$ cat config.mk
export PLATFORM = sky130hd
export DESIGN_NAME = lpa_ability_reg
export DESIGN_NICKNAME = d
export VERILOG_FILES = /design/src/hdl/lpa_pkg.sv /design/src/hdl/lpa_ability_reg.sv /design/src/hdl/lpa_page_capture.sv /design/src/hdl/lpa_read_port.sv
export SDC_FILE = /design/constraint.sdc
export NUM_CORES = 1
export LEC_CHECK = 0
export ABC_CLOCK_PERIOD_IN_PS = 1300
export BUFFER_PORTS_ARGS = -buffer_cell sky130_fd_sc_hd__buf_2
export CORE_MARGIN = 10
export CORE_UTILIZATION = 50
export CTS_BUF_LIST = sky130_fd_sc_hd__clkbuf_4 sky130_fd_sc_hd__clkbuf_8 sky130_fd_sc_hd__clkbuf_16
export DETAILED_ROUTE_END_ITERATION = 10
export GPL_TIMING_DRIVEN = 0
export PLACE_DENSITY = 0.78
export SLEW_MARGIN = 0
export SYNTH_ARGS = -nofsm -noshare
export SYNTH_HDL_FRONTEND = slang
export SYNTH_SLANG_ARGS = --single-unit
$ cat constraint.sdc
create_clock -name core_clk -period 1.3 [get_ports core_clk]
set_input_delay 0.13 -clock core_clk [delete_from_list [all_inputs] [get_ports core_clk]]
set_output_delay 0.13 -clock core_clk [all_outputs]
set_load 0.05 [all_outputs]
$ cat src/hdl/lpa_pkg.sv
// Package: constants and carriers for the link partner ability register
package lpa_pkg;

    localparam logic [4:0] LPA_ABILITY_ADDR = 5'h05;
    localparam int LPA_WORD_W = 16;
    localparam int LPA_ADDR_W = 5;

    // Field positions, common to both views
    localparam int LPA_NEXT_REQ_BIT = 15;
    localparam int LPA_ACK_BIT = 14;
    // Base-page fields
    localparam int LPA_FAULT_BIT = 13;
    localparam int LPA_RSVD_BIT = 12;
    localparam int LPA_ASYM_BIT = 11;
    localparam int LPA_PAUSE_BIT = 10;
    localparam int LPA_T4_BIT = 9;
    localparam int LPA_FAST_FD_BIT = 8;
    localparam int LPA_FAST_HD_BIT = 7;
    localparam int LPA_SLOW_FD_BIT = 6;
    localparam int LPA_SLOW_HD_BIT = 5;
    localparam int LPA_SEL_HI = 4;
    localparam int LPA_SEL_LO = 0;
    // Next-page fields
    localparam int LPA_MSG_PAGE_BIT = 13;
    localparam int LPA_COMPLY_BIT = 12;
    localparam int LPA_TOGGLE_BIT = 11;
    localparam int LPA_CODE_HI = 10;
    localparam int LPA_CODE_LO = 0;

    // Reset values and unmapped read data
    localparam logic [15:0] LPA_WORD_RST = 16'h0000;
    localparam logic [15:0] LPA_RDATA_RST = 16'h0000;
    localparam logic [15:0] LPA_UNMAPPED_DATA = 16'h0000;
    // Bits that the capture registers keep; ACK is overlaid live
    localparam logic [15:0] LPA_BASE_KEEP = 16'hAFFF;
    localparam logic [15:0] LPA_NEXT_KEEP = 16'hBFFF;

    typedef enum logic {LPA_VIEW_BASE, LPA_VIEW_NEXT} lpa_view_e;

    typedef struct packed {
        logic valid;
        logic is_next;
        logic [15:0] word;
    } lpa_page_s;

    typedef struct packed {
        logic rd;
        logic wr;
        logic [4:0] addr;
        logic [15:0] wdata;
    } lpa_mgmt_req_s;

endpackage : lpa_pkg

$ cat src/hdl/lpa_ability_reg.sv
// Link partner ability register: base-page and next-page views at one address
//
// Overview of operation
// - Address 0x05 holds the partner's received ability word, readable by software.
// - After successful negotiation with next pages supported, next-page contents replace base page.
// - Bit 15 shows partner's next-page request in both views, reset 0.
// - Bit 14 shows partner acknowledge, driven from negotiation logic, reset 0.
// - Base view bit 13 shows partner remote fault, reset 0.
// - Base view bit 12 reserved: reads 0, software writes only 0.
// - Base view bit 11 shows partner asymmetric pause capability.
// - Base view bit 10 shows partner pause capability.
// - Base view bit 9 shows partner 100BASE-T4 capability.
// - Base view bit 8 shows partner 100BASE-TX full duplex capability.
// - Base view bit 7 shows partner 100BASE-TX half duplex capability.
// - Base view bit 6 shows partner 10BASE-T full duplex capability.
// - Base view bit 5 shows partner 10BASE-T capability.
// - Base view bits 4:0 hold partner selector as received, reset zero.
// - Next-page view sits at the same address as the base view.
// - Next view bit 13 marks message page; bits 10:0 hold code field.
// - Next view bit 12 shows partner ability to comply, reset 0.
// - Next view bit 11 holds the received toggle bit.
`timescale 1ns/10ps
module lpa_ability_reg
(
    input wire logic core_clk,
    input wire logic arst_n,
    input wire lpa_pkg::lpa_page_s page_rx,
    input wire logic partner_ack,
    input wire logic an_complete,
    input wire logic next_pages_supported,
    input wire lpa_pkg::lpa_mgmt_req_s mgmt_req,
    output logic [15:0] rd_data,
    output logic rd_valid,
    output logic [15:0] partner_ability_word,
    output logic next_view_active
);
    import lpa_pkg::*;

    ////////////////////////////////////////////////////////////////////////////
    // Field composition of the two views

    function automatic logic [15:0] base_view(input logic [15:0] w, input logic ack);
        logic [15:0] v;
        v = 16'h0000;
        v[LPA_NEXT_REQ_BIT] = w[LPA_NEXT_REQ_BIT];
        v[LPA_ACK_BIT] = ack;
        v[LPA_FAULT_BIT] = w[LPA_FAULT_BIT];
        v[LPA_RSVD_BIT] = 1'b0;
        v[LPA_ASYM_BIT] = w[LPA_ASYM_BIT];
        v[LPA_PAUSE_BIT] = w[LPA_PAUSE_BIT];
        v[LPA_T4_BIT] = w[LPA_T4_BIT];
        v[LPA_FAST_FD_BIT] = w[LPA_FAST_FD_BIT];
        v[LPA_FAST_HD_BIT] = w[LPA_FAST_HD_BIT];
        v[LPA_SLOW_FD_BIT] = w[LPA_SLOW_FD_BIT];
        v[LPA_SLOW_HD_BIT] = w[LPA_SLOW_HD_BIT];
        v[LPA_SEL_HI:LPA_SEL_LO] = w[LPA_SEL_HI:LPA_SEL_LO];
        return v;
    endfunction : base_view

    function automatic logic [15:0] next_view(input logic [15:0] w, input logic ack);
        logic [15:0] v;
        v = 16'h0000;
        v[LPA_NEXT_REQ_BIT] = w[LPA_NEXT_REQ_BIT];
        v[LPA_ACK_BIT] = ack;
        v[LPA_MSG_PAGE_BIT] = w[LPA_MSG_PAGE_BIT];
        v[LPA_COMPLY_BIT] = w[LPA_COMPLY_BIT];
        v[LPA_TOGGLE_BIT] = w[LPA_TOGGLE_BIT];
        v[LPA_CODE_HI:LPA_CODE_LO] = w[LPA_CODE_HI:LPA_CODE_LO];
        return v;
    endfunction : next_view

    ////////////////////////////////////////////////////////////////////////////
    // Page capture; the management write path never reaches these loads

    logic load_base;
    logic load_next;
    logic [15:0] base_word;
    logic [15:0] next_word;

    assign load_base = page_rx.valid && !page_rx.is_next;
    assign load_next = page_rx.valid && page_rx.is_next;

    lpa_page_capture u_base_capture
    (
        .core_clk(core_clk),
        .arst_n(arst_n),
        .load(load_base),
        .keep_mask(LPA_BASE_KEEP),
        .word_in(page_rx.word),
        .word(base_word)
    );

    lpa_page_capture u_next_capture
    (
        .core_clk(core_clk),
        .arst_n(arst_n),
        .load(load_next),
        .keep_mask(LPA_NEXT_KEEP),
        .word_in(page_rx.word),
        .word(next_word)
    );

    ////////////////////////////////////////////////////////////////////////////
    // View selection and acknowledge tracking

    lpa_view_e view;
    lpa_view_e next_view_sel;
    logic next_seen;
    logic next_next_seen;
    logic ack;
    logic next_ack;
    logic [15:0] shown_word;
    logic [15:0] next_partner_word;
    logic next_next_view_active;

    always_comb
    begin
        next_ack = partner_ack;
        next_next_seen = next_seen;
        next_view_sel = view;
        // A fresh base page starts a new exchange, so older next pages go stale
        if (load_base)
        begin
            next_next_seen = 1'b0;
        end
        else if (load_next)
        begin
            next_next_seen = 1'b1;
        end
        case (view)
            LPA_VIEW_BASE:
            begin
                if (an_complete && next_pages_supported && next_seen && !load_base)
                begin
                    next_view_sel = LPA_VIEW_NEXT;
                end
            end
            LPA_VIEW_NEXT:
            begin
                // Renegotiation drops completion; fall back to the base page
                if (!an_complete || !next_pages_supported || load_base)
                begin
                    next_view_sel = LPA_VIEW_BASE;
                end
            end
            default:
            begin
                next_view_sel = LPA_VIEW_BASE;
            end
        endcase
    end

    always_ff @(posedge core_clk or negedge arst_n)
    begin
        if (!arst_n)
        begin
            view <= LPA_VIEW_BASE;
            next_seen <= 1'b0;
            ack <= 1'b0;
        end
        else
        begin
            view <= next_view_sel;
            next_seen <= next_next_seen;
            ack <= next_ack;
        end
    end

    // Both views share one address; the state picks which one answers
    always_comb
    begin
        if (view == LPA_VIEW_NEXT)
        begin
            shown_word = next_view(next_word, ack);
        end
        else
        begin
            shown_word = base_view(base_word, ack);
        end
        next_partner_word = shown_word;
        next_next_view_active = (view == LPA_VIEW_NEXT);
    end

    always_ff @(posedge core_clk or negedge arst_n)
    begin
        if (!arst_n)
        begin
            partner_ability_word <= LPA_WORD_RST;
            next_view_active <= 1'b0;
        end
        else
        begin
            partner_ability_word <= next_partner_word;
            next_view_active <= next_next_view_active;
        end
    end

    ////////////////////////////////////////////////////////////////////////////
    // Management access; write data is dropped by the read port

    lpa_read_port u_read_port
    (
        .core_clk(core_clk),
        .arst_n(arst_n),
        .req(mgmt_req),
        .shown_word(shown_word),
        .rd_data(rd_data),
        .rd_valid(rd_valid)
    );
endmodule : lpa_ability_reg

$ cat src/hdl/lpa_page_capture.sv
// Holding register for one received link code word
`timescale 1ns/10ps
module lpa_page_capture
(
    input wire logic core_clk,
    input wire logic arst_n,
    input wire logic load,
    input wire logic [15:0] keep_mask,
    input wire logic [15:0] word_in,
    output logic [15:0] word
);
    import lpa_pkg::*;

    logic [15:0] next_word;

    always_comb
    begin
        next_word = word;
        if (load)
        begin
            next_word = word_in & keep_mask;
        end
    end

    always_ff @(posedge core_clk or negedge arst_n)
    begin
        if (!arst_n)
        begin
            word <= LPA_WORD_RST;
        end
        else
        begin
            word <= next_word;
        end
    end

endmodule : lpa_page_capture

$ cat src/hdl/lpa_read_port.sv
// Management read port: answers reads at the ability address, ignores writes
`timescale 1ns/10ps
module lpa_read_port
(
    input wire logic core_clk,
    input wire logic arst_n,
    input wire lpa_pkg::lpa_mgmt_req_s req,
    input wire logic [15:0] shown_word,
    output logic [15:0] rd_data,
    output logic rd_valid
);
    import lpa_pkg::*;

    logic [15:0] next_rd_data;
    logic next_rd_valid;

    always_comb
    begin
        next_rd_data = rd_data;
        next_rd_valid = 1'b0;
        if (req.rd && req.addr == LPA_ABILITY_ADDR)
        begin
            next_rd_data = shown_word;
            next_rd_valid = 1'b1;
        end
        else if (req.rd)
        begin
            next_rd_data = LPA_UNMAPPED_DATA;
            next_rd_valid = 1'b1;
        end
    end

    always_ff @(posedge core_clk or negedge arst_n)
    begin
        if (!arst_n)
        begin
            rd_data <= LPA_RDATA_RST;
            rd_valid <= 1'b0;
        end
        else
        begin
            rd_data <= next_rd_data;
            rd_valid <= next_rd_valid;
        end
    end

endmodule : lpa_read_port

---- After elaboration in Yosys (flattened, before gate mapping) ----
Index checks and enable logic that the tools add are counted.
storage, ports and cells
  register bits ........................... 66
  input port bits ......................... 46
  output and inout bits ................... 34
  logic and storage cells ................. 35
operators by class
  equal/unequal tests ..................... 1
  multiplexer cells ....................... 10
  bitwise gates (word level) .............. 1
  reduce and logical (&&, ||, !) cells .... 14
operator list
  kind                                                             count
  16-bit two-way mux                                               3
  1-bit logical AND                                                6
  1-bit two-way mux                                                6
  5-bit by 3-bit == test with 1-bit output, second input constant  1
  1-bit logical NOT                                                4
  2-bit nonzero test                                               2
  1-bit logical OR                                                 2
  1-bit case mux with 2 select lines                               1
  1-bit inverter                                                   1

---- Longest topological paths before layout ----
Gate-level depths: netlist of run 1.
  depth in word-level cells ............... 6
  depth in mapped cells ................... 5
  mapped depth without buffers ............ 2

---- By module ----
Synthesis of run 1 repeated with hierarchy kept, for this count alone.
second synthesis, totals
  cell total of the unflattened synthesis .. 220
  area, all modules ....................... 2715.1 µm²
modules (own cells, without submodules)
  module            times used  cells each  area an instance (µm²)  seq. area each (µm²)
  lpa_page_capture  2           67          643.1                   400.4
  lpa_ability_reg   1           44          769.5                   500.5
  lpa_read_port     1           42          659.4                   425.4

---- Least setup slack after synthesis of run 1 ----
OpenSTA, ideal clock, no wires.
  path kind ............................... flip-flop to flip-flop
  start ................................... reg view, in the netlist next_next_view_active
  end ..................................... reg u_read_port.rd_data[8]
  library setup time ...................... 95 ps
  data arrival time ....................... 1013 ps
  required time ........................... 1205 ps
  slack ................................... 191 ps
  cell stages (with the launch flop) ...... 5
  buffers on the path ..................... 2
  period minus slack after synthesis ...... 1109 ps
  cells stage by stage .................... dfrtp_1 -> buf_6 -> buf_12 -> mux2i_1 -> o32ai_2
between the ends
  cells in the longest elaborated chain, start to end .. 2
ends and longest elaborated chain
  element                 RTL line                text
  from (decl)             lpa_ability_reg.sv:106  lpa_view_e view;
  from (signal assigned)  lpa_ability_reg.sv:163  view <= next_view_sel;
  16-bit two-way mux      lpa_ability_reg.sv:172  if (view == LPA_VIEW_NEXT)
  16-bit two-way mux      lpa_read_port.sv:21     if (req.rd && req.addr == LPA_ABILITY_ADDR)
  to (signal assigned)    lpa_read_port.sv:42     rd_data <= next_rd_data;
  to (decl)               lpa_read_port.sv:9      output logic [15:0] rd_data,
Every way passes these cells.
A chain may end at the register's enable or synchronous reset.

---- Worst setup path in the final report of run 1 ----
Ends and elaborated chain as after synthesis.

==> results.txt, run 1 <==
The antenna diode count came out at 0. The average instance area after synthesis came out at roughly 15 um^2. The worst setup path is of the reg2reg kind. The min-delay analysis places its worst path in the category in2reg. Ranked by total cell area, the synthesized netlist is headed by sky130_fd_sc_hd__dfrtp_1 (64%), sky130_fd_sc_hd__mux2_2 (8.7%), sky130_fd_sc_hd__mux2i_1 (5.4%), sky130_fd_sc_hd__mux2_4 (5.2%), sky130_fd_sc_hd__o32ai_1 (5.1%). The y dimension of the die came out at 92.0 um. The total wirelength of the detailed-routed design came out at between 5 and 6 mm.

In the synthesized netlist the dominant register cell turns out to be sky130_fd_sc_hd__dfrtp_1. The wire length of the first global-routing pass is about 8.7 mm. The share of synthesized area occupied by flip-flops and latches is roughly 64%. The internal power of the cells came out at between 3000 and 4000 uW. In the final routed layout, each cell accounts on average for 16.4 um.

The maximum ir drop on the vdd rail came out at 0.000706 V. Entering global routing, the biggest net connects 67 pins. The biggest fanout along the worst timing path came out at 10. Timing analysis after detailed placement gives a worst setup slack of roughly 0.037 ns.

The number of rows in the core area is 26. The share of flip-flops with an asynchronous set or reset is between 90% and 100%. At the worst endpoint, the arrival time is about 1.5 ns.

The total setup violations reported at the end of the flow came out at 0. The number of vias per cell after detailed routing came out at 4.82. Summed over all instances, the cell type with the most area after synthesis is sky130_fd_sc_hd__dfrtp_1. The worst path setup slack after routing is about 0.049 ns. After routing the design area is between 0.003 and 0.004 mm^2. The transition at the pin with the smallest max-transition slack came out at between 0.8 and 0.9 ns. The area growth from synthesis to final layout is 23.5%. The clock transition time at the flip-flop clock pins of the worst setup and hold paths is about 0.070 ns. The number of sinks on the clock net came out at 66. The number of global-route vias before repair is 1,740. Measured against its own limit, the worst slew margin works out to 45.7%. The detail route stage leaves a number of antenna-violating nets equal to 0. The combined buffer and inverter count along the critical path came out at 2. The clock share of power is a little under a third. The clock latency of the later-clocked register in the worst-skew pair is 0.33 ns.

The net switching share of the total power came out at between 20% and 30%. The number of storage elements in the synthesis netlist came out at 66. The area of the core is 0.00507 mm^2. The via total after detailed routing is about 1,600. The flow ran to the end, and the final reports show no timing, DRC or antenna violations. The initial cell density of the core is between 50% and 60%. The I/O pin count came out at 80. The first routing iteration left 37 violations.

The power after layout is between 4000 and 5000 uW. The TritonCTS clock tree is yes. The number of setup buffers added after CTS came out at 0. Setup repair after global routing could not meet its margin everywhere.

In the final timing run, aggregate negative setup slack is 0 ns. The kind of end point of the critical path is a flop. In this run the power density over the cells is between 1000 and 1500 mW/mm^2. The analysis attributes to cell leakage a power of approximately 0.0016 uW. Broken down by cell family, the worst path's largest delay share belongs to flip-flops. The routability congestion estimate from global placement came out at 0.744. The number of instances in the synthesized netlist is 178. The delay of the slowest cell on the worst path is 0.40 ns.

In the finished design, the share of the clock period the worst path needs comes to between 90% and 100%. For this run, the number of Yosys warnings is 0. The share of total power dissipated in sequential elements is around half. Global routing consumed, over all layers together, about an eighth of the routing resources.

The number of H-tree levels is 3. The number of hold violations in the final report is 0. Traced cell by cell, the critical path runs through buf_6, buf_12, mux2i_4, o32ai_2. The share of total power dissipated in combinational logic is between 10% and 20%. The area of the mapped netlist came out at about 0.0026 mm^2. The total count of max-transition violations in the final report came out at 0. In the routed design, unresolved DRC markers number 0.

For this run, the detailed router's first-pass iteration total came to 4. Summed over all layers, the global routing overflow is 0. The fraction of layout cells with a size suffix above 1 came out at between 40% and 50%. The cell area reported after detailed placement came out at between 0.002 and 0.003 mm^2. Derived from the worst setup path, the maximum achievable clock frequency is approximately 0.80 GHz. Yosys mapped a number of flops with a built-in enable equal to 0. Across the run, the number of max-cap violations was 0. Hold timing on the final database bottoms out at a slack of about 0.033 ns. The number of nets handed over by synthesis was 224. The area fraction of the dominant cell type after synthesis came out at around 64%. The power spent charging and discharging nets is 1390 uW. The die is between 90 and 100 um wide. STA classifies the critical path startpoint as a flop.

For the worst setup path, the data required time is roughly 1.5 ns. The area of the die came out at between 0.008 and 0.009 mm^2. The initial antenna violation count was 0. The tree is rooted in a sky130_fd_sc_hd__clkbuf_8. The largest clock skew in the final design came out at 0.00717 ns. The final critical path time including I/O delays and setup came out at between 1 and 1.5 ns. The count of buffers added on input and output ports is 60.

The number of distinct library cell variants in the gate-level netlist after synthesis came out at 20. Among all stages on the critical path, the largest delay is contributed by sky130_fd_sc_hd__dfrtp_1. The post-detailed-placement half-perimeter wirelength is ~3.7 mm.

The number of nets in the layout came out at 297. The clock passes through at most 2 buffers. Counting the buffers created by CTS gives 9.
==> worst reg2reg max path: cells and delay by family, from the launching register on <==
family,cells,cell delay (ns)
buffers and inverters,2,0.31
muxes,1,0.19
AOI/OAI and AO/OA,1,0.25
DFF,1,0.40
==> cell families after synthesis <==
logic type      Yosys count  share of synthesized area, %
mux                      43                          19.3
compound gates           18                          6.18
buf+inv                  45                          9.07
flops                    66                          63.7
simple gates              6                          1.74
==> Yosys cell counts, types with 3 or more instances <==
master,instances
sky130_fd_sc_hd__buf_6,6
sky130_fd_sc_hd__clkbuf_1,3
sky130_fd_sc_hd__dfrtp_1,66
sky130_fd_sc_hd__inv_1,33
sky130_fd_sc_hd__mux2_2,20
sky130_fd_sc_hd__mux2_4,9
sky130_fd_sc_hd__mux2i_1,14
sky130_fd_sc_hd__o32ai_1,15
==> layout make-up <==
class / count / area, um^2
clock inverter: 3 / 15.0
timing repair buffer: 62 / 323
multi-input combinational: 67 / 729
inverter: 33 / 124
tap: 70 / 87.6
sequential: 66 / 1650
fill: 417 / 1870
clock buffer: 12 / 159
buffer: 12 / 111
==> power groups by stage <==
| stage | logic (uW) | clock network, uW | registers [uW] |
|---|---|---|---|
| 6_report | 889 | 1510 | 2380 |
| 5_1_grt | 956 | 1660 | 2400 |
| 4_1_cts | 896 | 1560 | 2370 |
| 3_5_place_dp | 890 | 0 | 2410 |
| 3_3_place_gp | 874 | 0 | 2400 |
| 2_1_floorplan | 324 | 0 | 2710 |
==> flip-flops by register name, indices dropped and copies added, names as in the netlist <==
register	cells
next_view_active	1
u_read_port.rd_data	16
u_base_capture.word	14
ack	1
u_read_port.rd_valid	1
next_next_view_active	1
u_next_capture.word	15
partner_ability_word	16
next_seen	1
==> path summary, 6_finish.rpt <==
check	from	endpoint	slack [ns]	cells past startpoint
max in group asynchronous	arst_n	u_read_port.rd_data[15]	0.33	2
min in group asynchronous	arst_n	u_read_port.rd_data[12]	0.44	2
worst min-delay path	mgmt_req[22]	u_read_port.rd_data[11]	0.03	2
worst max-delay path	next_next_view_active	u_read_port.rd_data[8]	0.05	4
worst min register to register	ack	partner_ability_word[14]	0.38	0
worst max register to register	next_next_view_active	u_read_port.rd_data[8]	0.05	4
==> cell usage in the layout, fill, tap and decap left out, drive strengths merged, types with 2 or more instances in the layout <==
cell	synthesis	routed
buf	9	69
dfrtp	66	66
inv	33	33
mux2	29	29
o32ai	16	16
clkbuf	3	15
mux2i	14	14
clkinv	0	3
dlygate4sd3	0	2
nand2	2	2
==> metrics by stage <==
step                util [%]  instances
detailed placement      58.8        308
global route            63.1        325
global placement        58.7        308
CTS                     62.6        325
finish                  63.1        325
floorplan                  -        178
==> repair_timing <==
action | 4_1_cts | 5_1_grt
resized for setup | 0 | 4
endpoints found under the setup margin | 0 | 4
hold buffers | 2 | 0
hold endpoints to repair | 67 | 0
==> metal layers <==
layer	wire, um	share of wire, %	track usage [%]	vias up
li1	-	-	-	748
met1	2420	45	15.3	764
met2	2460	46	20.9	44
met3	357	6.7	4.89	9
met4	92	1.7	6.94	0
met5	0	0	0	-
Power figures use the tool's default switching activity.
==> run 2: changes to the inputs <==
--- a/config.mk
+++ b/config.mk
@@ -12,4 +12,5 @@
 export CTS_BUF_LIST = sky130_fd_sc_hd__clkbuf_4 sky130_fd_sc_hd__clkbuf_8 sky130_fd_sc_hd__clkbuf_16
 export DETAILED_ROUTE_END_ITERATION = 10
+export GPL_ROUTABILITY_DRIVEN = 1
 export GPL_TIMING_DRIVEN = 0
 export PLACE_DENSITY = 0.78
==> constraint.sdc (replaced) <==
create_clock -name core_clk -period 1.3 [get_ports core_clk]
set_input_delay 0.065 -clock core_clk [delete_from_list [all_inputs] [get_ports core_clk]]
set_output_delay 0.065 -clock core_clk [all_outputs]
set_load 0.05 [all_outputs]
==> results.txt, run 2 (synthesized netlist as in run 1, its figures left out) <==
The total setup violations reported at the end of the flow came out at 0 (unchanged). The data arrival time of the critical path came out at 1.47 ns (about the same). The final critical path time including I/O delays and setup is 1.24 ns (-0.00983 ns). The wire length of the first global-routing pass is 9.29 mm (+6.2%). The flow ran to the end, and the final reports show no timing, DRC or antenna violations. The sequential cell area in the final layout is 0.00165 mm^2 (unchanged). Setup repair after global routing could not meet its margin everywhere.

The largest clock skew in the final design came to 0.00566 ns (-0.00151 ns). The total count of max-transition violations in the final report came to 0 (unchanged). The sequential cell fraction of total power is 49.4% (-0.4 points). The clock latency of the later-clocked register in the worst-skew pair is 0.33 ns (about the same).

The first-pass iteration count of the detailed router came out at 4 (unchanged). The routed length per placed instance came to 16.3 um (-0.91%). The maximum ir drop on the vdd rail is 0.000695 V (-1.5%). The number of nets in the layout is 316 (+6.4%). The remaining number of nets flagged by the antenna check after routing was 0 (unchanged). The count of non-filler cells in the finished layout was 344 (+5.8%). The area of the core is 0.00507 mm^2 (unchanged). The number of hold violations in the final report is 0 (unchanged).

The horizontal die dimension is 92.0 um (unchanged). The routability congestion estimate from global placement came out at 0.744 (unchanged). The top cell types in the final layout, fill and taps aside, are sky130_fd_sc_hd__dfrtp_1 (66), sky130_fd_sc_hd__buf_2 (60), sky130_fd_sc_hd__inv_1 (33). The global-route usage over all layers is 13.9% (+0.74 points). The initial cell density of the core came to 51.1% (unchanged).

The total negative slack for setup checks is 0 ns (unchanged). The final cycle utilization of the critical path came out at 95.5% (-0.76 points). The worst min-delay path class is in2reg.

The y dimension of the die came out at 92.0 um (unchanged). The net switching share of the total power came out at 28.8% (-0.21 points). The post-detailed-placement half-perimeter wirelength was 3.71 mm (unchanged). The number of global-route vias before repair came out at 1,866 (+7.2%). The reported leakage power came out at 0.00165 uW (+5.2%). The TritonCTS clock tree is yes.

The tree is rooted in a sky130_fd_sc_hd__clkbuf_8. The number of vias per cell after detailed routing came out at 4.82 (about the same). The number of rows in the core area is 26 (unchanged).

The number of buffers inserted by port buffering came out at 60 (unchanged). The number of sinks on the clock net came out at 66 (unchanged). The number of setup buffers added after CTS was 0 (unchanged).

The number of placed instances with taps included is 308 (unchanged). The number of fill cells came to 396 (-5.0%). The headroom to the max-slew limit came to 46.4% (+0.72 points).

The max-cap check violation count was 0 (unchanged). The total congestion overflow after global routing is 0 (unchanged). The total wirelength of the detailed-routed design came to 5.59 mm (+4.9%). The leading cell type in the layout, fill and taps excluded is sky130_fd_sc_hd__dfrtp_1.

The worst setup path is captured at a flop. The share of the core filled with cells in the final layout came to 66.7% (+3.6 points). STA classifies the critical path startpoint as a flop. The largest net degree at the start of global routing is 67 (unchanged). The required time reported for the critical path endpoint came out at 1.53 ns (about the same). The final hold slack is 0.169 ns (+0.137 ns). The area growth from synthesis to final layout is 30.5%. The area of the die is 0.00846 mm^2 (unchanged). The maximum root-to-sink buffer count came to 2 (unchanged). The number of buffers created by CTS came out at 9 (unchanged).

The I/O pin count came out at 80 (unchanged). The maximum clock frequency is 0.806 GHz (+0.79%). The internal power of the cells is 3430 uW (+1.0%). The DRC violation total after the first TritonRoute iteration is 52 (+41%). The cell area power density is 1420 mW/mm^2 (-4.7%).

The fraction of layout cells with a size suffix above 1 is 43.8% (-2.9 points). The transition at the pin with the smallest max-transition slack came out at 0.803 ns (-0.0108 ns). The via total after detailed routing came to 1,658 (+5.9%).

The number of H-tree levels is 3 (unchanged). The power spent charging and discharging nets was 1390 uW (about the same). The biggest fanout along the worst timing path is 10 (unchanged). The clock share of power came out at 31.2% (-0.5 points).

The initial antenna violation count came out at 0 (unchanged). The worst setup path is of the reg2reg kind. The clock transition time at the flip-flop clock pins of the worst setup and hold paths came out at 0.07 ns (about the same). The largest registers in the layout are partner_ability_word: 16 flops, u_read_port.rd_data: 16 flops, u_next_capture.word: 15 flops. The number of design rule violations left after detail routing came out at 0 (unchanged). The antenna diode count came to 0 (unchanged). The area of combinational cells with multiple inputs came out at 721 um^2 (-1.2%).

The combinational share of power is 19.4% (+0.8 points).
## run 2: timing repair
item,in CTS,in global routing
hold endpoints to repair,105,0
setup endpoints to repair,0,4
hold buffers,21,0
resized for setup,0,5
## run 2: final cells by class
type                    count  area share [%]
inverters                  33            3.66
well taps                  70            2.59
plain buffers              12            3.33
flip-flops and latches     66            48.8
repair buffers             81            15.2
clock inverters             3           0.444
clock buffers              12            4.70
multi-input cells          67            21.3
## run 2: layer usage
layer	vias up	share of wire (%)	wire length, um	track usage, %
met2	50	47	2650	22.3
met4	0	1.9	106	7.46
met5	-	0	0	0
met1	812	45	2500	16.2
li1	786	-	-	-
met3	10	6.0	335	4.73
## run 2: power by group through the flow
| stage | logic (uW) | registers, uW | clock network [uW] |
|---|---|---|---|
| after global routing | 1000 | 2400 | 1660 |
| after floorplan | 324 | 2710 | 0 |
| after detailed placement | 890 | 2410 | 0 |
| final | 932 | 2380 | 1500 |
| after global placement | 874 | 2400 | 0 |
| after CTS | 941 | 2370 | 1560 |
## run 2: through the flow
stage	power (uW)	worst slack, ns	instance area, um^2
floorplan	3030	0.191	2590
global placement	3270	-0.0655	2980
detailed placement	3300	0.0370	2980
CTS	4880	0.0168	3370
global route	5060	-0.00657	3380
finish	4820	0.0589	3380
## run 2: final timing paths
check                      depth (start not counted)                  start  slack (ns)                       end
max in group asynchronous                          2                 arst_n        0.40   u_read_port.rd_data[15]
setup reg to reg                                   4  next_next_view_active        0.06    u_read_port.rd_data[9]
min in group asynchronous                          2                 arst_n        0.38   u_read_port.rd_data[12]
setup / recovery                                   4  next_next_view_active        0.06    u_read_port.rd_data[9]
hold / removal                                     4           mgmt_req[19]        0.17   u_read_port.rd_data[11]
hold reg to reg                                    0                    ack        0.39  partner_ability_word[14]
## run 2: worst max-delay path: stages (launching register included)
cell and delay, ns:
sky130_fd_sc_hd__dfrtp_1 0.40, sky130_fd_sc_hd__buf_6 0.16, sky130_fd_sc_hd__buf_12 0.15, sky130_fd_sc_hd__mux2i_1 0.15, sky130_fd_sc_hd__o32ai_1 0.28
